[config.mk]
export PLATFORM = sky130hd
export DESIGN_NAME = csfm_monitor
export DESIGN_NICKNAME = d
export VERILOG_FILES = /design/src/verilog/csfm_pkg.sv /design/src/verilog/csfm_event_flag.sv /design/src/verilog/csfm_monitor.sv
export SDC_FILE = /design/constraint.sdc
export NUM_CORES = 1
export LEC_CHECK = 0
export BUFFER_PORTS_ARGS = -buffer_cell sky130_fd_sc_hd__clkbuf_2
export CELL_PAD_IN_SITES_DETAIL_PLACEMENT = 1
export CELL_PAD_IN_SITES_GLOBAL_PLACEMENT = 1
export CORE_MARGIN = 2
export CORE_UTILIZATION = 47
export CTS_CLUSTER_SIZE = 28
export DETAILED_ROUTE_END_ITERATION = 6
export MAX_ROUTING_LAYER = met4
export PLACE_DENSITY_LB_ADDON = 0.1
export RECOVER_POWER = 100
export SLEW_MARGIN = 20
export SYNTH_ARGS = -nofsm -noshare
export SYNTH_HDL_FRONTEND = slang
export SYNTH_SLANG_ARGS = --single-unit
[constraint.sdc]
create_clock -name clk -period 5.7 [get_ports clk]
set_clock_uncertainty 0.15 [all_clocks]
set_input_delay 0.285 -clock clk [delete_from_list [all_inputs] [get_ports clk]]
set_output_delay 0.285 -clock clk [all_outputs]
set_load 0.05 [all_outputs]
[src/verilog/csfm_pkg.sv]
// Package: constants, types and carriers of the charger status and fault monitor
package csfm_pkg;
    // Register offsets
    localparam logic [7:0] CTL1_OFS = 8'hA8;
    localparam logic [7:0] CTL2_OFS = 8'hA9;
    localparam logic [7:0] FLAG_OFS = 8'hAA;
    localparam logic [7:0] MASK_OFS = 8'hAB;
    localparam logic [7:0] MODE_OFS = 8'hAC;
    // Field positions
    localparam int STS_LSB = 12;
    localparam int TIME_LSB = 8;
    localparam int NTC_EN_BIT = 3;
    localparam int HOT_EN_BIT = 2;
    localparam int COLD_EN_BIT = 1;
    localparam int FAST_REQ_BIT = 0;
    localparam int WARN_PAUSE_BIT = 1;
    localparam int HOT_FLAG_BIT = 15;
    localparam int COLD_FLAG_BIT = 14;
    localparam int FAIL_FLAG_BIT = 13;
    localparam int SHUT_FLAG_BIT = 5;
    localparam int WARN_FLAG_BIT = 4;
    // Values after reset
    localparam logic [3:0] TIME_RST = 4'hB;
    localparam logic EN_RST = 1'b1;
    localparam logic FAST_REQ_RST = 1'b0;
    localparam logic WARN_PAUSE_RST = 1'b1;
    localparam logic [15:0] MASK_RST = 16'h0000;
    // Status codes
    localparam logic [1:0] STS_OFF = 2'h0;
    localparam logic [1:0] STS_TRICKLE = 2'h1;
    localparam logic [1:0] STS_FAST = 2'h2;
    // Timing: clock, half-second prescale, charge-time check
    localparam int CLK_PERIOD_NS = 10;
    localparam int HALF_SEC_NS = 500_000_000;
    localparam int HALF_SEC_CYC = HALF_SEC_NS / CLK_PERIOD_NS;
    localparam int HALF_PER_MIN = 120;
    localparam int CHECK_MIN = 30;
    localparam int TIMEOUT_BASE_MIN = 60;
    localparam int TIMEOUT_STEP_MIN = 30;
    localparam logic [15:0] CHECK_HALF = 16'(CHECK_MIN * HALF_PER_MIN);
    localparam logic [15:0] QTR_BASE_HALF = 16'(TIMEOUT_BASE_MIN * HALF_PER_MIN / 4);
    localparam logic [15:0] QTR_STEP_HALF = 16'(TIMEOUT_STEP_MIN * HALF_PER_MIN / 4);
    localparam logic SLOW_DIV_RST = 1'b0;

    typedef enum logic [2:0] {
        CH_OFF, CH_TRICKLE, CH_FAST, CH_SUSPEND, CH_FAIL, CH_SHUTDOWN
    } csfm_chg_t;

    typedef struct packed {
        logic [7:0] addr;
        logic [15:0] wdata;
        logic wr;
        logic rd;
    } csfm_bus_t;

    typedef struct packed {
        logic cold;
        logic hot;
        logic ntc_missing;
        logic die_warn;
        logic die_shut;
        logic batt_low;
        logic start_ok;
        logic power_reapply;
        logic usb_suspend;
    } csfm_sense_t;

    typedef struct packed {
        logic prev;
        logic flag;
    } csfm_flag_t;

    typedef struct packed {
        csfm_chg_t chg;
        logic [15:0] timer;
        logic checked;
        logic [31:0] pre;
        logic slow_div;
        logic blink;
        logic [3:0] time_code;
        logic ntc_en;
        logic hot_en;
        logic cold_en;
        logic fast_req;
        logic warn_pause_en;
        logic [15:0] mask;
        logic [15:0] rdata;
        logic irq;
        logic ind_oe;
        logic ind_o;
        logic charge_en;
        logic charge_fast;
        logic [1:0] sts;
    } csfm_state_t;
endpackage

[src/verilog/csfm_event_flag.sv]
// Rising-edge event flag, cleared by a read
`timescale 1ns/1ps
module csfm_event_flag
(
    // Clock and reset
    input wire logic clk,
    input wire logic rst,
    // Condition and read clear
    input wire logic cond,
    input wire logic clr,
    // Flag
    output logic flag_ff
);
    import csfm_pkg::*;

    csfm_flag_t q_ff;
    csfm_flag_t nxt_q;

    // Edge set beats a same-cycle read clear
    always_comb
    begin
        nxt_q.prev = cond;
        nxt_q.flag = (cond & ~q_ff.prev) | (q_ff.flag & ~clr);
    end

    // State register
    always_ff @(posedge clk or posedge rst)
    begin
        if (rst)
        begin
            q_ff <= '0;
        end
        else
        begin
            q_ff <= nxt_q;
        end
    end

    assign flag_ff = q_ff.flag;
endmodule

[src/verilog/csfm_monitor.sv]
// Charger status reporting, indicator blink and battery fault handling
//
// Function
// - Charge state readable at bits 13:12: 00 off, 01 trickle, 10 fast.
// - Indicator off at zero current, 0.5 Hz blink trickle, 1 Hz blink fast.
// - Indicator is open drain: only pulls low, never drives high.
// - Battery below cold limit sets the cold event flag.
// - Battery above hot limit sets the hot event flag.
// - Charging suspended while hot or cold condition is present.
// - Trickle charging resumes automatically once temperature is normal again.
// - Bit 3, reset 1, enables acting on missing thermistor detection.
// - Bit 2, reset 1, enables the battery hot check.
// - Bit 1, reset 1, enables the battery cold check.
// - Enable bits writable only with key unlocked; read-only in ROM setups.
// - Die warning sets its flag and may pause; pausing configurable in trickle.
// - After a warning pause, charging resumes once die cools below warning.
// - Die shutdown level sets its flag, shuts down, ends charging.
// - Trickle voltage check after max of 30 minutes or quarter timeout.
// - Check below defective threshold stops charging and sets fail flag.
// - Failure clears when battery voltage rises above the threshold.
// - Failure also clears on power reapply or USB suspend.
// - On failure clear, return to initial state; restart only if allowed.
// - Fast charging with low battery falls back to trickle immediately.
// - Event flags set on rising edge, cleared when software reads them.
// - Each flag has a mask bit; masked flags do not raise the interrupt.
// - Timeout code 0 means 60 min, plus 30 min per step.
//
// Added by the designer: the plain strobed port.
`timescale 1ns/1ps
module csfm_monitor
#(
    parameter int HALF_SEC = csfm_pkg::HALF_SEC_CYC
)
(
    // Clock and reset
    input wire logic clk,
    input wire logic rst,
    // Register port
    input wire csfm_pkg::csfm_bus_t bus,
    output logic [15:0] rdata_ff,
    // Security and configuration straps
    input wire logic key_unlocked,
    input wire logic rom_cfg,
    // Analogue comparators and power events
    input wire csfm_pkg::csfm_sense_t sense,
    // Charger control towards the analogue side
    output logic charge_en_ff,
    output logic charge_fast_ff,
    output logic irq_ff,
    // Open-drain indicator pin
    output logic ind_o_ff,
    output logic ind_oe_ff
);
    import csfm_pkg::*;

    csfm_state_t q_ff;
    csfm_state_t nxt_q;
    logic [4:0] flags;
    logic [4:0] conds;
    logic flag_clr;
    logic tick;
    logic temp_fault;
    logic paused;
    logic charging;
    logic [15:0] qtr;
    logic [15:0] check_at;
    logic [15:0] flag_word;

    // Qualified fault conditions
    assign conds[0] = sense.cold & q_ff.cold_en;
    assign conds[1] = sense.hot & q_ff.hot_en;
    assign conds[2] = (q_ff.chg == CH_FAIL);
    assign conds[3] = sense.die_warn;
    assign conds[4] = sense.die_shut;
    assign temp_fault = conds[0] | conds[1] | (sense.ntc_missing & q_ff.ntc_en);
    assign flag_clr = bus.rd && (bus.addr == FLAG_OFS);

    // One flag per event
    for (genvar i = 0; i < 5; i++)
    begin : g_flag
        csfm_event_flag u_flag
        (
            .clk(clk),
            .rst(rst),
            .cond(conds[i]),
            .clr(flag_clr),
            .flag_ff(flags[i])
        );
    end

    // Flags laid out as the readable word
    always_comb
    begin
        flag_word = 16'h0000;
        flag_word[COLD_FLAG_BIT] = flags[0];
        flag_word[HOT_FLAG_BIT] = flags[1];
        flag_word[FAIL_FLAG_BIT] = flags[2];
        flag_word[WARN_FLAG_BIT] = flags[3];
        flag_word[SHUT_FLAG_BIT] = flags[4];
    end

    // Time base and check point
    assign tick = (q_ff.pre == 32'(HALF_SEC - 1));
    assign charging = (q_ff.chg == CH_TRICKLE) || (q_ff.chg == CH_FAST);
    assign paused = sense.die_warn && ((q_ff.chg == CH_FAST) || q_ff.warn_pause_en);
    assign qtr = QTR_BASE_HALF + 16'({12'h000, q_ff.time_code} * QTR_STEP_HALF);
    assign check_at = (qtr > CHECK_HALF) ? qtr : CHECK_HALF;

    // Next state
    always_comb
    begin
        nxt_q = q_ff;
        nxt_q.rdata = 16'h0000;
        nxt_q.ind_o = 1'b0;
        nxt_q.pre = tick ? 32'h0000_0000 : q_ff.pre + 32'h0000_0001;
        // Charge timer halts while paused
        if (charging && !paused && tick && (q_ff.timer != 16'hFFFF))
        begin
            nxt_q.timer = q_ff.timer + 16'h0001;
        end
        // Charger state machine
        if (sense.die_shut)
        begin
            nxt_q.chg = CH_SHUTDOWN;
        end
        else
        begin
            unique case (q_ff.chg)
                CH_OFF:
                begin
                    if (sense.start_ok && !temp_fault)
                    begin
                        nxt_q.chg = q_ff.fast_req ? CH_FAST : CH_TRICKLE;
                        nxt_q.timer = 16'h0000;
                        nxt_q.checked = 1'b0;
                    end
                end
                CH_TRICKLE, CH_FAST:
                begin
                    if (!sense.start_ok)
                    begin
                        nxt_q.chg = CH_OFF;
                    end
                    else if (temp_fault)
                    begin
                        nxt_q.chg = CH_SUSPEND;
                    end
                    else if ((q_ff.chg == CH_FAST) && sense.batt_low)
                    begin
                        nxt_q.chg = CH_TRICKLE;
                        nxt_q.timer = 16'h0000;
                        nxt_q.checked = 1'b0;
                    end
                    else if ((q_ff.chg == CH_TRICKLE) && !q_ff.checked
                        && (q_ff.timer >= check_at))
                    begin
                        nxt_q.checked = 1'b1;
                        if (sense.batt_low)
                        begin
                            nxt_q.chg = CH_FAIL;
                        end
                    end
                end
                CH_SUSPEND:
                begin
                    if (!temp_fault)
                    begin
                        nxt_q.chg = CH_TRICKLE;
                    end
                end
                CH_FAIL:
                begin
                    if (!sense.batt_low || sense.power_reapply || sense.usb_suspend)
                    begin
                        nxt_q.chg = CH_OFF;
                    end
                end
                CH_SHUTDOWN:
                begin
                    if (sense.power_reapply)
                    begin
                        nxt_q.chg = CH_OFF;
                    end
                end
                default:
                begin
                    nxt_q.chg = CH_OFF;
                end
            endcase
        end
        // Current enable and readable status
        nxt_q.charge_en = ((nxt_q.chg == CH_TRICKLE) || (nxt_q.chg == CH_FAST))
            && !(nxt_q.chg == CH_FAST ? sense.die_warn : sense.die_warn && q_ff.warn_pause_en);
        nxt_q.charge_fast = nxt_q.charge_en && (nxt_q.chg == CH_FAST);
        if (!nxt_q.charge_en)
        begin
            nxt_q.sts = STS_OFF;
        end
        else
        begin
            nxt_q.sts = nxt_q.charge_fast ? STS_FAST : STS_TRICKLE;
        end
        // Indicator blink: toggle each half second fast, every second slow
        if (!nxt_q.charge_en)
        begin
            nxt_q.blink = 1'b0;
            nxt_q.slow_div = SLOW_DIV_RST;
        end
        else if (tick)
        begin
            nxt_q.slow_div = ~q_ff.slow_div;
            if (nxt_q.charge_fast || q_ff.slow_div)
            begin
                nxt_q.blink = ~q_ff.blink;
            end
        end
        nxt_q.ind_oe = nxt_q.charge_en && nxt_q.blink;
        nxt_q.irq = |(flag_word & ~q_ff.mask);
        // Register writes
        if (bus.wr)
        begin
            unique case (bus.addr)
                CTL1_OFS:
                begin
                    if (key_unlocked && !rom_cfg)
                    begin
                        nxt_q.ntc_en = bus.wdata[NTC_EN_BIT];
                        nxt_q.hot_en = bus.wdata[HOT_EN_BIT];
                        nxt_q.cold_en = bus.wdata[COLD_EN_BIT];
                    end
                end
                CTL2_OFS:
                begin
                    if (key_unlocked)
                    begin
                        nxt_q.time_code = bus.wdata[TIME_LSB +: 4];
                    end
                end
                MASK_OFS: nxt_q.mask = bus.wdata;
                MODE_OFS:
                begin
                    nxt_q.fast_req = bus.wdata[FAST_REQ_BIT];
                    nxt_q.warn_pause_en = bus.wdata[WARN_PAUSE_BIT];
                end
                default:
                begin
                end
            endcase
        end
        // Register reads, data valid for one cycle
        if (bus.rd)
        begin
            unique case (bus.addr)
                CTL1_OFS:
                begin
                    nxt_q.rdata[NTC_EN_BIT] = q_ff.ntc_en;
                    nxt_q.rdata[HOT_EN_BIT] = q_ff.hot_en;
                    nxt_q.rdata[COLD_EN_BIT] = q_ff.cold_en;
                end
                CTL2_OFS:
                begin
                    nxt_q.rdata[STS_LSB +: 2] = q_ff.sts;
                    nxt_q.rdata[TIME_LSB +: 4] = q_ff.time_code;
                end
                FLAG_OFS: nxt_q.rdata = flag_word;
                MASK_OFS: nxt_q.rdata = q_ff.mask;
                MODE_OFS:
                begin
                    nxt_q.rdata[FAST_REQ_BIT] = q_ff.fast_req;
                    nxt_q.rdata[WARN_PAUSE_BIT] = q_ff.warn_pause_en;
                end
                default:
                begin
                end
            endcase
        end
    end

    // State register
    always_ff @(posedge clk or posedge rst)
    begin
        if (rst)
        begin
            q_ff <= '0;
            q_ff.chg <= CH_OFF;
            q_ff.time_code <= TIME_RST;
            q_ff.ntc_en <= EN_RST;
            q_ff.hot_en <= EN_RST;
            q_ff.cold_en <= EN_RST;
            q_ff.fast_req <= FAST_REQ_RST;
            q_ff.warn_pause_en <= WARN_PAUSE_RST;
            q_ff.mask <= MASK_RST;
        end
        else
        begin
            q_ff <= nxt_q;
        end
    end

    // Outputs straight from the state register
    assign rdata_ff = q_ff.rdata;
    assign charge_en_ff = q_ff.charge_en;
    assign charge_fast_ff = q_ff.charge_fast;
    assign irq_ff = q_ff.irq;
    assign ind_o_ff = q_ff.ind_o;
    assign ind_oe_ff = q_ff.ind_oe;
endmodule

# == Yosys cells after proc, flatten, opt, wreduce, memory -nomap -nowiden ==
# Cells that the tools add are included.
# op_classes
n_shift,0
multipliers,1
n_eq_ne,19
bitwise,31
n_reduce_logical,35
n_mux,35
div,0
n_addsub,3
n_lt_le_gt_ge,2
# ops
operator,count
$mux 17,3
$mux 16,3
$eq 8x8->1 const B,5
$pmux 17 s2,1
$add 32x1->32 const B,1
$eq 32x26->1 const B,1
$mux 32,1
$mux 3,9
$mux 20,1
$pmux 6 s3,1
$add 16x1->16 const B,1
$and 16x16->16,1
$ge 16x15->1,1
$ne 16x16->1 const B,1
$not 16->16,1
$reduce_or 16->1,1
$add 11x14->15 const A,1
$gt 15x12->1 const B,1
$mux 15,1
$pmux 3 s5,1
$logic_and 1x1->1,14
$and 1x1->1,13
$mul 4x8->12 const B,1
$mux 2,5
21 further kinds,57
# totals
register_bits,111
mem_bits_ro,0
latch_bits,0
wordCells,155
ramBits,0
memories,0
output_inout_bits,21
inputBits,39

# == Longest topological paths before layout ==
# logic_depth
ltp_word,22
mapped_depth,21
ltp_nobuf,21

# == Cells and area by module ==
# Synthesis repeated with hierarchy kept, for this count alone.
# hier_totals
cells_unflattened,588
area_unflattened_um2,6050.8
# by_module_without_submodules
mod,area_each_um2,cells_each,n_inst
csfm_monitor,5681.7,558,1
csfm_event_flag,73.8,6,5

# == Worst setup path before layout ==
# No wires, ideal clock.
# synth_timing
path_kind,reg-to-reg
from,register q_ff[45] in the netlist's numbering
to,register q_ff[82] in the netlist's numbering
setup_time_ns,0.132
stages_incl_launch_ff,21
arrival_ns,4.565
path_buffers,0
slack_ns,0.853
period_less_slack_ns,4.847
cell_sequence,dfstp_2 > inv_1 > fa_1 > inv_1 > ha_1 > inv_1 > fa_1 > xor2_1 > xor2_1 > nand3_1 > a221o_1 > nand4_1 > nand2_1 > ha_1 > nor2b_1 > a311o_1 > a211oi_1 > o21ai_0 > a21o_1 > a21oi_1 > nor2_1
# synth_between
elab_chain_len,8
# synth_rtl
item,line,text
"start, declared",csfm_monitor.sv:56,csfm_state_t q_ff;
"start signal, assigned",csfm_monitor.sv:296,q_ff <= nxt_q;
$mul 4x8->12 *,csfm_monitor.sv:106,"assign qtr = QTR_BASE_HALF + 16'({12'h000, q_ff.time_code} * QTR_STEP_HALF);"
$add 11x14->15 *,csfm_monitor.sv:106,
$gt 15x12->1,csfm_monitor.sv:107,assign check_at = (qtr > CHECK_HALF) ? qtr : CHECK_HALF;
$mux 15 *,csfm_monitor.sv:107,
$ge 16x15->1 *,csfm_monitor.sv:155,&& (q_ff.timer >= check_at))
$logic_and 1x1->1 *,csfm_monitor.sv:155,
$ne 3x3->1 (no line) *,--,
$reduce_and 6->1 (no line) *,--,
# Mark *: on every way between the ends. The rest lies on a longest branch, timed or not.
# A chain may end at the register's enable or synchronous reset.

# == Final worst setup path ==
# Same ends and word-level chain as after synthesis.

==> impl_metrics.xml <==
<?xml version="1.0" encoding="UTF-8"?>
<metrics>
  <group name="die">
    <metric name="die_w" unit="microns">116</metric>
    <metric name="die_area" unit="sq um">13400</metric>
    <metric name="num_io_pins" unit="">60</metric>
    <metric name="core-area" unit="sq um">12100</metric>
    <metric name="number_of_standard_cell_rows_in_the_floorplan" unit="">40</metric>
    <metric name="die_y" unit="microns">116</metric>
    <metric name="start_util" unit="%">48.6</metric>
  </group>
  <group name="pwr">
    <metric name="power.internal" unit="uW">1270</metric>
    <metric name="peakVddDrop" unit="uV">138</metric>
    <metric name="swShare" unit="%">22.8</metric>
    <metric name="power.share.clock" unit="%">42.1</metric>
    <metric name="report.power.total" unit="uW">1650</metric>
    <metric name="power.leakage" unit="uW">0.00308</metric>
    <metric name="comb_power_share" unit="%">8.6</metric>
    <metric name="net_sw_power" unit="uW">377</metric>
    <metric name="power_density" unit="nW/um^2">252</metric>
    <metric name="seqPwrFrac" unit="%">49.3</metric>
  </group>
  <group name="worst_hold_path">
    <metric name="hold_path_class" unit="">input pin to flip-flop</metric>
    <metric name="min_path_cells" unit="">2</metric>
  </group>
  <group name="run_status">
    <metric name="violations" unit="">max-capacitance violations, max-slew violations</metric>
    <metric name="outcome" unit="">complete, but fails checks</metric>
  </group>
  <group name="critical_path">
    <metric name="regToRegStartpoint" unit="">q_ff[45]</metric>
    <metric name="critical_path_arrival" unit="ns">5.30</metric>
    <metric name="critPathCapture" unit="">q_ff[82]</metric>
    <metric name="cpLargestDelayFamily" unit="">adder cells</metric>
    <metric name="worst_r2r_endpoint" unit="">q_ff[82]</metric>
    <metric name="setup_slack_of_the_worst_register_to_register_path" unit="ns">0.46</metric>
    <metric name="crit_path_cell_trace" unit="">inv_1 &gt; fa_1 &gt; inv_1 &gt; ha_1 &gt; inv_1 &gt; fa_1 &gt; inv_1 &gt; a21o_1 &gt; a21oi_1 &gt; xnor2_1 &gt; xor2_1 &gt; nand4_1 &gt; buf_4 &gt; and2_1 &gt; ha_1 &gt; a21o_1 &gt; a221oi_1 &gt; o21ai_0 &gt; a21o_1 &gt; a21oi_1 &gt; nor2_1</metric>
    <metric name="reg2reg_depth" unit="">21</metric>
    <metric name="timing.critical_path.slowest_cell_delay" unit="ns">0.62</metric>
    <metric name="timing.critical_path.required" unit="ns">5.75</metric>
    <metric name="crit_path_end_kind" unit="">flip-flop</metric>
    <metric name="cp_common_cell" unit="">sky130_fd_sc_hd__inv_1</metric>
    <metric name="startpoint" unit="">q_ff[45]</metric>
    <metric name="cp_max_fo" unit="">9</metric>
    <metric name="crit_path_top_delay_cell" unit="">sky130_fd_sc_hd__dfstp_2</metric>
    <metric name="worstSetupStartpointType" unit="">flip-flop</metric>
    <metric name="crit_cells" unit="">21</metric>
    <metric name="timing_worst_setup_path_type" unit="">flip-flop to flip-flop</metric>
    <metric name="buffers_plus_inverters_on_the_worst_setup_path" unit="">5</metric>
  </group>
  <group name="synth">
    <metric name="post_synthesis_compound_gate_area_fraction" unit="%">8.38</metric>
    <metric name="synth_cell_count_leaders" unit="">102 x sky130_fd_sc_hd__dfrtp_1, 48 x sky130_fd_sc_hd__nor2_1, 40 x sky130_fd_sc_hd__nand2_1</metric>
    <metric name="syn_area_per_cell" unit="sq um">10.3</metric>
    <metric name="netlist_instances" unit="">571</metric>
    <metric name="synth_sequential_area_ratio" unit="%">46.5</metric>
    <metric name="synth_edf_count" unit="">0</metric>
    <metric name="post_synth_fa_ha_maj_area_fraction" unit="%">7.83</metric>
    <metric name="syn-cell-area" unit="sq um">5880</metric>
    <metric name="synth_warnings" unit="">0</metric>
    <metric name="synth_simple_gate_area_share" unit="%">19.3</metric>
    <metric name="synthArstFlopShare" unit="%">100</metric>
    <metric name="synth_top_family_by_area" unit="">simple AND/OR/NAND/NOR gates</metric>
    <metric name="synth_most_common_cell" unit="">sky130_fd_sc_hd__dfrtp_1</metric>
    <metric name="yosys.cell_types.count" unit="">59</metric>
    <metric name="synth-main-ff-cell" unit="">sky130_fd_sc_hd__dfrtp_1</metric>
    <metric name="share_of_the_synthesized_area_in_the_top_cell_type" unit="%">43.4</metric>
    <metric name="yosysTopAreaCell" unit="">sky130_fd_sc_hd__dfrtp_1</metric>
    <metric name="yosys-top-cells-area" unit="">sky130_fd_sc_hd__dfrtp_1 43%, sky130_fd_sc_hd__ha_1 6.8%, sky130_fd_sc_hd__mux2_2 5.0%</metric>
    <metric name="synth_mux_area_share" unit="%">6.00</metric>
    <metric name="synth.net_count" unit="">645</metric>
    <metric name="synthXorXnorAreaFrac" unit="%">6.55</metric>
    <metric name="ys_seq_elements" unit="">109</metric>
  </group>
  <group name="global_routing">
    <metric name="grt_pass1_wl" unit="mm">21.8</metric>
    <metric name="grt_start_max_net_pins" unit="">62</metric>
    <metric name="gr-total-overflow" unit="">0</metric>
    <metric name="number_of_global_route_vias_before_repair" unit="">4573</metric>
    <metric name="groute.usage.overall" unit="%">21.3</metric>
    <metric name="number_of_antenna_violations_at_the_first_check_in_global_routing" unit="">0</metric>
  </group>
  <group name="place">
    <metric name="placed_cells" unit="">772</metric>
    <metric name="place_congestion" unit="">0.840</metric>
    <metric name="dp.final_hpwl" unit="mm">9.67</metric>
    <metric name="portBuffers" unit="">58</metric>
    <metric name="dp_slack" unit="ns">0.291</metric>
  </group>
  <group name="sta">
    <metric name="maxSlewViolCount" unit="">50</metric>
    <metric name="timing.fmax" unit="MHz">191</metric>
    <metric name="hold_viol" unit="">0</metric>
    <metric name="slew-limit-headroom" unit="%">-46.0</metric>
    <metric name="post_route_fraction_of_the_period_consumed_by_the_critical_path" unit="%">92.0</metric>
    <metric name="hold_ws" unit="ns">0.0163</metric>
    <metric name="finalSetupViolCount" unit="">0</metric>
    <metric name="setup_tns" unit="ns">0</metric>
    <metric name="unrepaired_setup_endpoints_after_global_routing" unit="">false</metric>
    <metric name="setup_slack" unit="ns">0.456</metric>
    <metric name="period_needed" unit="ns">5.24</metric>
    <metric name="worst_slew_pin_slew" unit="ns">2.18</metric>
  </group>
  <group name="job">
    <metric name="cap_violations" unit="">1</metric>
  </group>
  <group name="finish">
    <metric name="area_overhead_of_the_layout_relative_to_synthesis" unit="%">11.3</metric>
    <metric name="antenna_cells_inserted" unit="">0</metric>
    <metric name="ratio_of_cells_with_drive_above_1_in_the_final_layout" unit="%">14.6</metric>
    <metric name="net_count_final" unit="">694</metric>
    <metric name="final_non_filler_cell_total" unit="">792</metric>
  </group>
  <group name="route">
    <metric name="met2_wirelength" unit="mm">6.66</metric>
    <metric name="drt_pass1_iterations" unit="">6</metric>
    <metric name="post-route-drc-count" unit="">0</metric>
    <metric name="total_via_count_after_detailed_routing" unit="">4292</metric>
    <metric name="dr.first_iter.drc_count" unit="">149</metric>
    <metric name="route.met3.wl" unit="microns">372</metric>
    <metric name="wirelength_met1" unit="mm">5.67</metric>
    <metric name="wirelength" unit="mm">12.9</metric>
    <metric name="routed.top_layer" unit="">met4</metric>
    <metric name="routedWlPerCell" unit="microns">16.3</metric>
    <metric name="avgViaCountPerCell" unit="">5.42</metric>
    <metric name="antenna_violating_nets_post_route" unit="">0</metric>
  </group>
  <group name="clocking">
    <metric name="clkSinkCount" unit="">109</metric>
    <metric name="htreeDepth" unit="">3</metric>
    <metric name="max-clock-path-buffers" unit="">2</metric>
    <metric name="clock_insertion_delay_worst_skew" unit="ns">0.35</metric>
    <metric name="post_cts.repair.setup_buffers" unit="">0</metric>
    <metric name="num_cts_buffers" unit="">9</metric>
    <metric name="cts.root.buffer_cell" unit="">sky130_fd_sc_hd__clkbuf_16</metric>
    <metric name="cts_tree" unit="">yes</metric>
    <metric name="clkTransAtPathRegs" unit="ns">0.07</metric>
  </group>
</metrics>
-- sequential cells by signal, indices dropped and copies added (netlist names) --
| name | flops |
|---|---|
| charge_en_ff | 1 |
| charge_fast_ff | 1 |
| g_flag.u_flag.flag_ff | 5 |
| g_flag.u_flag.q_ff | 5 |
| irq_ff | 1 |
| q_ff | 80 |
| rdata_ff | 16 |
-- per-stage QoR --
stage | instance area [sq um] | util [%]
after floorplan | 5880 | -
after global placement | 6230 | 51.5
after detailed placement | 6230 | 51.5
after CTS | 6610 | 54.6
after global routing | 6550 | 54.0
final | 6550 | 54.0
-- power by group through the flow --
stage	Sequential, uW	Clock, uW	Combinational, uW
global route	817	746	163
CTS	813	715	145
detailed placement	828	0	142
finish	814	694	142
global placement	827	0	136
floorplan	822	0	95.8
-- final cells by class --
class / count / area (sq um)
fillers: 1379 / 5570
multi-input cells: 396 / 2800
flip-flops and latches: 109 / 2740
repair buffers: 66 / 322
clock buffers: 12 / 267
well taps: 168 / 210
inverters: 38 / 144
clock inverters: 3 / 67.6
-- metal layers --
metal  track usage, %  vias up
met5                -        -
met4             4.84        0
met3             5.07       14
met2             36.3       51
met1             25.6     2167
li1                 -     2060
-- kinds of logic (layout without fill, tap and decap cells) --
kind of cell / count (synthesis) / in the layout
buf+inv: 66 / 119
flops: 109 / 109
xor+xnor: 44 / 44
other cells: 1 / 1
simple gates: 207 / 207
fa+ha+maj: 35 / 35
mux: 32 / 32
compound gates: 77 / 77
-- repair_timing --
| action | CTS | global route |
|---|---|---|
| gates resized for setup | 0 | 2 |
| endpoints found under the hold margin | 51 | 0 |
| setup endpoints to repair | 0 | 3 |
| hold buffers | 4 | 0 |
-- worst min-delay path by stage --
| stage | start | to |
|---|---|---|
| floorplan | sense[5] | g_flag[3].u_flag.q_ff[1] |
| global placement | rst | q_ff[72] |
| detailed placement | rst | q_ff[70] |
| CTS | bus[17] | q_ff[38] |
| global route | bus[6] | q_ff[27] |
| finish | bus[6] | q_ff[27] |
-- cell usage in the layout (no fill, tap or decap), types with 2 or more instances in the layout --
master / Yosys / final
sky130_fd_sc_hd__a21o_1: 5 / 5
sky130_fd_sc_hd__a21oi_1: 22 / 23
sky130_fd_sc_hd__a221o_1: 2 / 2
sky130_fd_sc_hd__a222oi_1: 3 / 3
sky130_fd_sc_hd__a22oi_1: 9 / 9
sky130_fd_sc_hd__and2_0: 0 / 2
sky130_fd_sc_hd__and2_1: 6 / 4
sky130_fd_sc_hd__and3_1: 10 / 10
sky130_fd_sc_hd__and4_1: 2 / 2
sky130_fd_sc_hd__bufinv_16: 0 / 2
sky130_fd_sc_hd__clkbuf_1: 8 / 25
sky130_fd_sc_hd__clkbuf_16: 0 / 9
sky130_fd_sc_hd__clkbuf_2: 0 / 36
sky130_fd_sc_hd__clkbuf_8: 0 / 3
sky130_fd_sc_hd__dfrtp_1: 102 / 102
sky130_fd_sc_hd__dfstp_1: 0 / 2
sky130_fd_sc_hd__dfstp_2: 7 / 5
sky130_fd_sc_hd__dlygate4sd3_1: 0 / 4
sky130_fd_sc_hd__fa_1: 3 / 3
sky130_fd_sc_hd__ha_1: 32 / 32
sky130_fd_sc_hd__inv_1: 38 / 37
sky130_fd_sc_hd__mux2_2: 26 / 26
sky130_fd_sc_hd__mux2i_1: 6 / 6
sky130_fd_sc_hd__nand2_1: 40 / 40
sky130_fd_sc_hd__nand3_1: 23 / 23
sky130_fd_sc_hd__nand4_1: 9 / 12
sky130_fd_sc_hd__nand4b_1: 2 / 2
sky130_fd_sc_hd__nor2_1: 48 / 48
sky130_fd_sc_hd__nor2b_1: 19 / 19
sky130_fd_sc_hd__nor3_1: 9 / 10
sky130_fd_sc_hd__nor3b_1: 2 / 2
sky130_fd_sc_hd__nor4_1: 4 / 6
sky130_fd_sc_hd__nor4b_1: 3 / 3
sky130_fd_sc_hd__nor4bb_1: 2 / 2
sky130_fd_sc_hd__o211ai_1: 2 / 2
sky130_fd_sc_hd__o21a_1: 2 / 2
sky130_fd_sc_hd__o21ai_0: 20 / 20
sky130_fd_sc_hd__or3_1: 13 / 13
sky130_fd_sc_hd__xnor2_1: 25 / 25
sky130_fd_sc_hd__xor2_1: 19 / 18
Note: power is estimated with default switching activity, not from simulation.
